$ cat src/rtc_control_and_year_alarm_consts.vh
`ifndef RTC_CONTROL_AND_YEAR_ALARM_CONSTS_VH
`define RTC_CONTROL_AND_YEAR_ALARM_CONSTS_VH
// ****************************************
// Register byte offsets
// ****************************************
`define OFS_CONTROL_TWO 8'h00
`define OFS_CONTROL_THREE 8'h04
`define OFS_YEAR_ALARM 8'h08
`define OFS_STATUS 8'h0C
`define OFS_SIXTY_FOUR 8'h10
// ****************************************
// Field positions
// ****************************************
`define BIT_PERIODIC_FLAG 7
`define BIT_SEL_HI 6
`define BIT_SEL_LO 4
`define BIT_OSC_ENABLE 3
`define BIT_HALF_MINUTE 2
`define BIT_DIV_RESET 1
`define BIT_COUNT_START 0
`define BIT_YEAR_COMPARE 7
`define BIT_CARRY_FLAG 7
`define BIT_ALARM_FLAG 0
// ****************************************
// Reset values
// ****************************************
`define RST_CONTROL_TWO 8'h09
`define RST_CONTROL_THREE 8'h00
`define RST_SEL 3'h0
// ****************************************
// Timing counts in oscillator edges and the half-minute BCD seconds value
// ****************************************
`define OSC_DIV_WIDTH 16
`define SECOND_MASK 16'h7FFF
`define SIXTY_FOUR_STEP_MASK 16'h00FF
`define MASK_1_256 16'h007F
`define MASK_1_64 16'h01FF
`define MASK_1_16 16'h07FF
`define MASK_1_4 16'h1FFF
`define MASK_1_2 16'h3FFF
`define MASK_1_1 16'h7FFF
`define MASK_2_1 16'hFFFF
`define HALF_MINUTE_BCD 8'h30
`endif

$ cat src/rtc_control_and_year_alarm.v
`timescale 1ns/1ps
`default_nettype none
`include "rtc_control_and_year_alarm_consts.vh"
module rtc_control_and_year_alarm
(
  // Clock, resets and mode
  input wire clk_i,
  input wire rst_i,
  input wire ce_i,
  input wire manual_rst_i,
  input wire standby_i,
  // Wishbone slave
  input wire cyc_i,
  input wire stb_i,
  input wire we_i,
  input wire [7:0] adr_i,
  input wire [3:0] sel_i,
  input wire [31:0] dat_i,
  output reg [31:0] dat_o,
  output reg ack_o,
  // Oscillator pin
  input wire osc_i,
  // Time counter side
  input wire [7:0] seconds_i,
  input wire [15:0] year_count_i,
  input wire other_match_i,
  input wire other_enabled_i,
  output reg count_run_o,
  output reg second_tick_o,
  output reg round_down_o,
  output reg round_up_o,
  // Oscillator and interrupt side
  output reg osc_enable_o,
  output reg periodic_request_o,
  output reg alarm_match_flag_o,
  output reg carry_flag_o
);
  // ****************************************
  // Period tap decode
  // ****************************************
  function [15:0] tap_mask;
    input [2:0] sel;
    begin
      case (sel)
        3'h1: tap_mask = `MASK_1_256;
        3'h2: tap_mask = `MASK_1_64;
        3'h3: tap_mask = `MASK_1_16;
        3'h4: tap_mask = `MASK_1_4;
        3'h5: tap_mask = `MASK_1_2;
        3'h6: tap_mask = `MASK_1_1;
        3'h7: tap_mask = `MASK_2_1;
        default: tap_mask = 16'h0000;
      endcase
    end
  endfunction

  function wraps;
    input [15:0] cnt;
    input [15:0] mask;
    begin
      wraps = ((cnt & mask) == mask) && (mask != 16'h0000);
    end
  endfunction

  // ****************************************
  // Reset images
  // ****************************************
  localparam [7:0] TWO_RST = `RST_CONTROL_TWO;
  localparam [7:0] THREE_RST = `RST_CONTROL_THREE;
  localparam [2:0] SEL_RST = `RST_SEL;
  localparam FLAG_RST = TWO_RST[`BIT_PERIODIC_FLAG];
  localparam OSC_RST = TWO_RST[`BIT_OSC_ENABLE];
  localparam START_RST = TWO_RST[`BIT_COUNT_START];
  localparam YEAR_CMP_RST = THREE_RST[`BIT_YEAR_COMPARE];

  // ****************************************
  // State
  // ****************************************
  reg periodic_flag_r;
  reg [2:0] period_select_r;
  reg oscillator_enable_r;
  reg count_start_r;
  reg year_compare_on_r;
  reg [15:0] year_alarm_value_r;
  reg carry_flag_r;
  reg alarm_match_flag_r;
  reg div_clear_r;
  reg [31:0] rdata_nxt;

  wire [15:0] div_count;
  wire [15:0] div_prev;
  wire div_step;
  wire access;
  wire wr;
  wire rd;
  wire wr_two;
  wire wr_three;
  wire wr_year;
  wire wr_status;
  wire rd_sixty_four;
  wire round_req;
  wire period_hit;
  wire second_carry;
  wire sixty_four_carry;
  wire year_ok;
  wire alarm_match;

  // ****************************************
  // Divider chain
  // ****************************************
  rtc_divider u_divider
  (
    .clk_i(clk_i),
    .rst_i(rst_i),
    .ce_i(ce_i),
    .osc_i(osc_i),
    .run_i(oscillator_enable_r),
    .clear_i(div_clear_r),
    .count_o(div_count),
    .step_o(div_step)
  );

  // ****************************************
  // Bus decode
  // ****************************************
  assign access = cyc_i & stb_i & ack_o;
  assign wr = access & we_i & sel_i[0];
  assign rd = cyc_i & stb_i & ~we_i;
  assign wr_two = wr & (adr_i == `OFS_CONTROL_TWO);
  assign wr_three = wr & (adr_i == `OFS_CONTROL_THREE);
  assign wr_year = access & we_i & (adr_i == `OFS_YEAR_ALARM);
  assign wr_status = wr & (adr_i == `OFS_STATUS);
  assign rd_sixty_four = rd & (adr_i == `OFS_SIXTY_FOUR);
  assign round_req = wr_two & dat_i[`BIT_HALF_MINUTE];

  // ****************************************
  // Divider value before the latest step
  // ****************************************
  assign div_prev = div_count - 16'h0001;

  // ****************************************
  // Event detection
  // ****************************************
  assign period_hit = div_step & wraps(div_prev,
    tap_mask(period_select_r));
  assign second_carry = div_step & count_start_r &
    wraps(div_prev, `SECOND_MASK);
  assign sixty_four_carry = div_step & rd_sixty_four &
    wraps(div_prev, `SIXTY_FOUR_STEP_MASK);
  assign year_ok = ~year_compare_on_r |
    (year_count_i == year_alarm_value_r);
  assign alarm_match = other_match_i & year_ok &
    (other_enabled_i | year_compare_on_r);

  // ****************************************
  // Read data
  // ****************************************
  always @*
  begin
    rdata_nxt = 32'h00000000;
    case (adr_i)
      `OFS_CONTROL_TWO:
      begin
        rdata_nxt[`BIT_PERIODIC_FLAG] = periodic_flag_r;
        rdata_nxt[`BIT_SEL_HI:`BIT_SEL_LO] = period_select_r;
        rdata_nxt[`BIT_OSC_ENABLE] = oscillator_enable_r;
        rdata_nxt[`BIT_COUNT_START] = count_start_r;
      end
      `OFS_CONTROL_THREE:
        rdata_nxt[`BIT_YEAR_COMPARE] = year_compare_on_r;
      `OFS_YEAR_ALARM:
        rdata_nxt[15:0] = year_alarm_value_r;
      `OFS_STATUS:
      begin
        rdata_nxt[`BIT_CARRY_FLAG] = carry_flag_r;
        rdata_nxt[`BIT_ALARM_FLAG] = alarm_match_flag_r;
      end
      `OFS_SIXTY_FOUR:
        rdata_nxt[6:0] = div_count[14:8];
      default:
        rdata_nxt = 32'h00000000;
    endcase
  end

  // ****************************************
  // Bus handshake
  // ****************************************
  always @(posedge clk_i)
  begin
    if (rst_i)
    begin
      ack_o <= 1'b0;
      dat_o <= 32'h00000000;
    end
    else if (ce_i)
    begin
      ack_o <= cyc_i & stb_i & ~ack_o;
      dat_o <= rdata_nxt;
    end
  end

  // ****************************************
  // Control two
  // ****************************************
  always @(posedge clk_i)
  begin
    if (rst_i)
    begin
      periodic_flag_r <= FLAG_RST;
      period_select_r <= SEL_RST;
      oscillator_enable_r <= OSC_RST;
      count_start_r <= START_RST;
      div_clear_r <= 1'b0;
    end
    else if (ce_i)
    begin
      div_clear_r <= 1'b0;
      if (manual_rst_i)
      begin
        periodic_flag_r <= FLAG_RST;
        period_select_r <= SEL_RST;
      end
      else if (!standby_i || wr_two)
      begin
        if (wr_two)
        begin
          period_select_r <= dat_i[`BIT_SEL_HI:`BIT_SEL_LO];
          oscillator_enable_r <= dat_i[`BIT_OSC_ENABLE];
          count_start_r <= dat_i[`BIT_COUNT_START];
          div_clear_r <= dat_i[`BIT_DIV_RESET] |
            dat_i[`BIT_HALF_MINUTE];
        end
        if (period_hit || (wr_two && dat_i[`BIT_PERIODIC_FLAG]))
          periodic_flag_r <= 1'b1;
        else if (wr_two)
          periodic_flag_r <= 1'b0;
      end
      else if (period_hit)
        periodic_flag_r <= 1'b1;
    end
  end

  // ****************************************
  // Control three and year alarm
  // ****************************************
  always @(posedge clk_i)
  begin
    if (rst_i)
      year_compare_on_r <= YEAR_CMP_RST;
    else if (ce_i && wr_three)
      year_compare_on_r <= dat_i[`BIT_YEAR_COMPARE];
  end

  always @(posedge clk_i)
  begin
    if (ce_i && wr_year)
    begin
      if (sel_i[0])
        year_alarm_value_r[7:0] <= dat_i[7:0];
      if (sel_i[1])
        year_alarm_value_r[15:8] <= dat_i[15:8];
    end
  end

  // ****************************************
  // Carry and alarm flags
  // ****************************************
  always @(posedge clk_i)
  begin
    if (rst_i)
    begin
      carry_flag_r <= 1'b0;
      alarm_match_flag_r <= 1'b0;
    end
    else if (ce_i)
    begin
      if (second_carry || sixty_four_carry ||
          (wr_status && dat_i[`BIT_CARRY_FLAG]))
        carry_flag_r <= 1'b1;
      else if (wr_status)
        carry_flag_r <= 1'b0;
      if (alarm_match)
        alarm_match_flag_r <= 1'b1;
      else if (wr_status && !dat_i[`BIT_ALARM_FLAG])
        alarm_match_flag_r <= 1'b0;
    end
  end

  // ****************************************
  // Output registers
  // ****************************************
  always @(posedge clk_i)
  begin
    if (rst_i)
    begin
      count_run_o <= START_RST;
      second_tick_o <= 1'b0;
      round_down_o <= 1'b0;
      round_up_o <= 1'b0;
      osc_enable_o <= OSC_RST;
      periodic_request_o <= 1'b0;
      alarm_match_flag_o <= 1'b0;
      carry_flag_o <= 1'b0;
    end
    else if (ce_i)
    begin
      count_run_o <= count_start_r;
      second_tick_o <= second_carry;
      round_down_o <= round_req & (seconds_i < `HALF_MINUTE_BCD);
      round_up_o <= round_req & (seconds_i >= `HALF_MINUTE_BCD);
      osc_enable_o <= oscillator_enable_r;
      periodic_request_o <= periodic_flag_r &
        (period_select_r != 3'h0);
      alarm_match_flag_o <= alarm_match_flag_r;
      carry_flag_o <= carry_flag_r;
    end
  end
endmodule
`default_nettype wire

$ cat src/rtc_divider.v
`timescale 1ns/1ps
`default_nettype none
`include "rtc_control_and_year_alarm_consts.vh"
module rtc_divider
(
  // Clock and control
  input wire clk_i,
  input wire rst_i,
  input wire ce_i,
  // Oscillator pin and divider control
  input wire osc_i,
  input wire run_i,
  input wire clear_i,
  // Divider state
  output reg [`OSC_DIV_WIDTH-1:0] count_o,
  output reg step_o
);
  // ****************************************
  // Oscillator synchroniser
  // ****************************************
  reg sync1_r;
  reg sync2_r;
  reg sync3_r;
  reg level_r;
  wire agree;
  wire rise;

  assign agree = (sync2_r == sync3_r);
  assign rise = agree & sync3_r & ~level_r;

  always @(posedge clk_i)
  begin
    if (rst_i)
    begin
      sync1_r <= 1'b0;
      sync2_r <= 1'b0;
      sync3_r <= 1'b0;
      level_r <= 1'b0;
    end
    else if (ce_i)
    begin
      sync1_r <= osc_i;
      sync2_r <= sync1_r;
      sync3_r <= sync2_r;
      if (agree)
        level_r <= sync3_r;
    end
  end

  // ****************************************
  // Prescaler and 64 Hz chain
  // ****************************************
  always @(posedge clk_i)
  begin
    if (rst_i)
    begin
      count_o <= {`OSC_DIV_WIDTH{1'b0}};
      step_o <= 1'b0;
    end
    else if (ce_i)
    begin
      step_o <= 1'b0;
      if (clear_i)
        count_o <= {`OSC_DIV_WIDTH{1'b0}};
      else if (run_i && rise)
      begin
        count_o <= count_o + 1'b1;
        step_o <= 1'b1;
      end
    end
  end
endmodule
`default_nettype wire

$ cat config.mk
export PLATFORM = sky130hd
export DESIGN_NAME = rtc_control_and_year_alarm
export DESIGN_NICKNAME = d
export VERILOG_FILES = /design/src/rtc_control_and_year_alarm.v /design/src/rtc_divider.v
export VERILOG_INCLUDE_DIRS = /design/src
export SDC_FILE = /design/constraint.sdc
export NUM_CORES = 1
export LEC_CHECK = 0
export CORE_ASPECT_RATIO = 0.7
export CORE_MARGIN = 5
export CORE_UTILIZATION = 25
export DETAILED_ROUTE_END_ITERATION = 8
export DONT_BUFFER_PORTS = 1
export PLACE_DENSITY = 0.49
export SETUP_SLACK_MARGIN = 0.5
export SYNTH_ARGS = -nofsm -noshare
export SYNTH_HDL_FRONTEND = slang
export SYNTH_SLANG_ARGS = --single-unit
$ cat constraint.sdc
create_clock -name clk_i -period 5.4 [get_ports clk_i]
set_clock_uncertainty 0.15 [all_clocks]
set_input_delay 1.62 -clock clk_i [delete_from_list [all_inputs] [get_ports clk_i]]
set_output_delay 1.62 -clock clk_i [all_outputs]
set_load 0.05 [all_outputs]
==> impl_metrics.py <==
metrics = {
    "status": {
        "outcome": "complete, no violations",
    },
    "timing": {
        "maxSlewViolCount": 0,
        "rsz0062_at_grt": "false",
        "setup_violations": 0,
        "hold_viol_final": 0,
        "period_needed_ns": 3.67,
        "hold_ws_ns": 0.351,
        "fin_crit_sh_pct": 68.0,
        "slew_headroom_pct": 33.8,
        "setup_tns_ns": 0,
        "tightest_slew_ns": 0.983,
        "max_clock_freq_ghz": 0.272,
    },
    "power_and_ir_drop": {
        "power_leakage_uw": 0.00143,
        "power_density_mw_per_mm2": 285,
        "peakVddDrop_mv": 0.141,
    },
    "detailed_routing": {
        "vias_per_cell": 5.13,
        "vias": 3191,
        "detail_route.first_pass.iterations": 5,
        "wirelength_um": 11200,
        "wl_per_cell_um": 18.1,
        "drtIter0Drc": 240,
        "ant_nets": 0,
        "drc": 0,
    },
    "place": {
        "place_area_mm2": 0.00396,
        "place.gp.congestion": 0.893,
        "dp_hpwl_um": 8450,
        "io_buffers": 0,
    },
    "floorplanning": {
        "core_area_mm2": 0.0154,
        "start_util_pct": 25.3,
        "io_pins": 120,
        "fp.dieH_um": 114,
        "fp.dieW_um": 159,
        "num_rows": 38,
        "die-area_mm2": 0.0182,
    },
    "finish": {
        "nNetsFinal": 500,
        "insertedDiodeCount": 0,
        "area_delta_synth_final_pct": 9.12,
        "fin_area_mm2": 0.00425,
        "drive_gt1_share_pct": 8.77,
        "fillCellCount": 1660,
    },
    "cts": {
        "clkSlewWorstSetupHoldPaths_ns": 0.06,
        "ctsHoldBuffers": 0,
        "cts_tree": "done",
        "cts_root_buf": "clkbuf_16",
        "cts_resized": 0,
        "clk_latency_ns": 0.33,
        "cts_buffer_depth": 2,
        "cts_setup_buffers": 0,
        "cts_max_level": 3,
        "cts_buffers": 9,
        "cts_sinks": 72,
    },
    "critical_path": {
        "rrSetupSlack_ns": 2.75,
        "cp.required_ns": 5.21,
        "critPathLaunchType": "input port",
        "reg2reg_from": "u_divider.count_o[0]$_SDFFE_PP0P_",
        "reg2regPathDepth": 8,
        "endpoint_kind": "flip-flop",
        "critPathMaxFanout": 8,
        "critPathKind": "in -> reg",
        "arrival_ns": 3.49,
        "r2r_end": "carry_flag_r$_SDFFE_PP0P_",
    },
    "logic_synthesis": {
        "seq_area_frac_synth_pct": 41.1,
        "synth_area_mm2": 0.00390,
        "synth_seq_cells": 72,
        "postSynthCellCount": 436,
        "syn_area_per_cell_um2": 8.94,
        "synthDistinctLibCells": 68,
        "synth_edf_count": 16,
        "synthArstFlopShare_pct": 0,
        "yosys_most_used_dff": "dfxtp_1",
        "synth_warnings": 0,
    },
    "global_route": {
        "grt_pass1_vias": 2997,
        "grt.met1_usage_pct": 17.2,
        "grt-busiest-layer": "met1",
        "antenna_found_initial": 0,
        "met3_usage_pct": 5.72,
        "grt_pass1_wl_um": 17400,
        "use_met2_pct": 16.8,
        "grt.total_usage_pct": 12.2,
        "grt_max_degree": 59,
        "grt_overflow": 0,
    },
    "hold_path": {
        "worstHoldPathType": "reg -> reg",
        "min-delay-start": "u_divider.step_o$_SDFFE_PP0P_",
        "whs_path_depth": 2,
        "whs_endpoint": "u_divider.step_o$_SDFFE_PP0P_",
    },
    "job": {
        "drv_cap": 0,
    },
}
[cells in the final DEF, fill, tap and decap left out, types with 3 or more instances in the layout]
cell / netlist / final
xnor2_1: 22 / 22
nand4_1: 11 / 11
nor2b_1: 3 / 3
nand3_1: 16 / 16
clkbuf_16: 0 / 9
a21oi_1: 28 / 28
nor3_1: 10 / 10
edfxtp_1: 16 / 16
a22o_1: 4 / 4
nor4_1: 8 / 7
nand2b_1: 14 / 14
a22oi_1: 7 / 7
nor2_1: 47 / 47
o21ai_0: 17 / 17
dfxtp_1: 56 / 56
inv_1: 6 / 6
conb_1: 1 / 16
a211oi_1: 10 / 10
nand2_1: 33 / 33
nor4_2: 2 / 3
and3b_1: 3 / 3
mux2i_1: 13 / 13
a311oi_1: 5 / 5
ha_1: 4 / 4
[how the worst max path moves through the flow]
stage | startpoint | end | slack [ns] | depth (start not counted)
after global routing | adr_i[1] | year_alarm_value_r[4]$_DFFE_PP_ | 1.59 | 5
after CTS | adr_i[1] | year_alarm_value_r[5]$_DFFE_PP_ | 1.72 | 5
after floorplan | adr_i[1] | year_alarm_value_r[10]$_DFFE_PP_ | 1.10 | 5
after global placement | adr_i[1] | year_alarm_value_r[5]$_DFFE_PP_ | 1.42 | 5
final | adr_i[1] | year_alarm_value_r[1]$_DFFE_PP_ | 1.73 | 5
after detailed placement | adr_i[1] | year_alarm_value_r[3]$_DFFE_PP_ | 1.38 | 5
[cell usage after synthesis, types with 3 or more instances]
| master | n | share of area (%) |
|---|---|---|
| o21ai_0 | 17 | 2.2 |
| a211oi_1 | 10 | 1.9 |
| nor3_1 | 10 | 1.3 |
| nand4_1 | 11 | 1.8 |
| buf_4 | 18 | 3.5 |
| mux2i_1 | 13 | 3.3 |
| inv_1 | 6 | 0.58 |
| xnor2_1 | 22 | 4.9 |
| a311oi_1 | 5 | 1.1 |
| nor2_1 | 47 | 4.5 |
| buf_2 | 3 | 0.39 |
| clkbuf_1 | 22 | 2.1 |
| a21oi_1 | 28 | 3.6 |
| nor4_1 | 8 | 1.3 |
| a22o_1 | 4 | 0.90 |
| nand2b_1 | 14 | 2.2 |
| nand3_1 | 16 | 2.1 |
| ha_1 | 4 | 1.3 |
| nor2b_1 | 3 | 0.48 |
| nand2_1 | 33 | 3.2 |
| and3b_1 | 3 | 0.67 |
| a22oi_1 | 7 | 1.3 |
| dfxtp_1 | 56 | 29 |
| edfxtp_1 | 16 | 12 |
[power breakdown]
part | switching [µW] | internal, µW | total (µW) | leakage (µW)
sequential | 9.89 | 553 | 563 | 0.000596
clock | 229 | 370 | 599 | 0.000144
combinational | 33.9 | 14.2 | 48.2 | 0.000689
total | 273 | 937 | 1210 | 0.00143
[cells by family after synthesis]
kind of cell	share of synthesized area [%]
other	0.0962
and+or+nand+nor	23.4
buffers and inverters	7.51
xor gates and xnor gates	5.39
muxes	3.92
AOI/OAI and AO/OA	17.3
adders and majority gates	1.28
DFF	41.1
[registers in the layout, summed over array words and instances, names as in the netlist, 3 cells and up]
signal and count:
dat_o 16, period_select_r 3, u_divider.count_o 16, year_alarm_value_r 16
[cell type report]
class | instances | area (µm²) | area share, %
inverter | 6 | 22.5 | 0.530
multi-input combinational | 326 | 2070 | 48.6
sequential | 72 | 1600 | 37.7
clock inverter | 5 | 55.1 | 1.29
tap | 200 | 250 | 5.88
clock buffer | 11 | 243 | 5.71
timing repair buffer | 2 | 15.0 | 0.353
[per-layer routing]
metal | wire (µm) | part of all wire (%)
met4 | 86 | 0.77
met5 | 0 | 0
met3 | 1330 | 12
met2 | 4560 | 41
met1 | 5260 | 47
[per-stage QoR]
stage                     total power (µW)  setup WS [ns]  std cells  util, %
after detailed placement               623           1.38        606     25.7
after CTS                             1230           1.72        622     27.6
after floorplan                        639           1.10        451        -
final                                 1210           1.73        622     27.6
after global routing                  1260           1.59        622     27.6
after global placement                 622           1.42        606     25.7
[worst max-delay path: stages]
cell,delay [ns]
or4_4,0.53
nor3_1,0.35
nand2_1,0.13
or2_2,0.31
nor2_1,0.55
(Power assumes the default switching activity.)
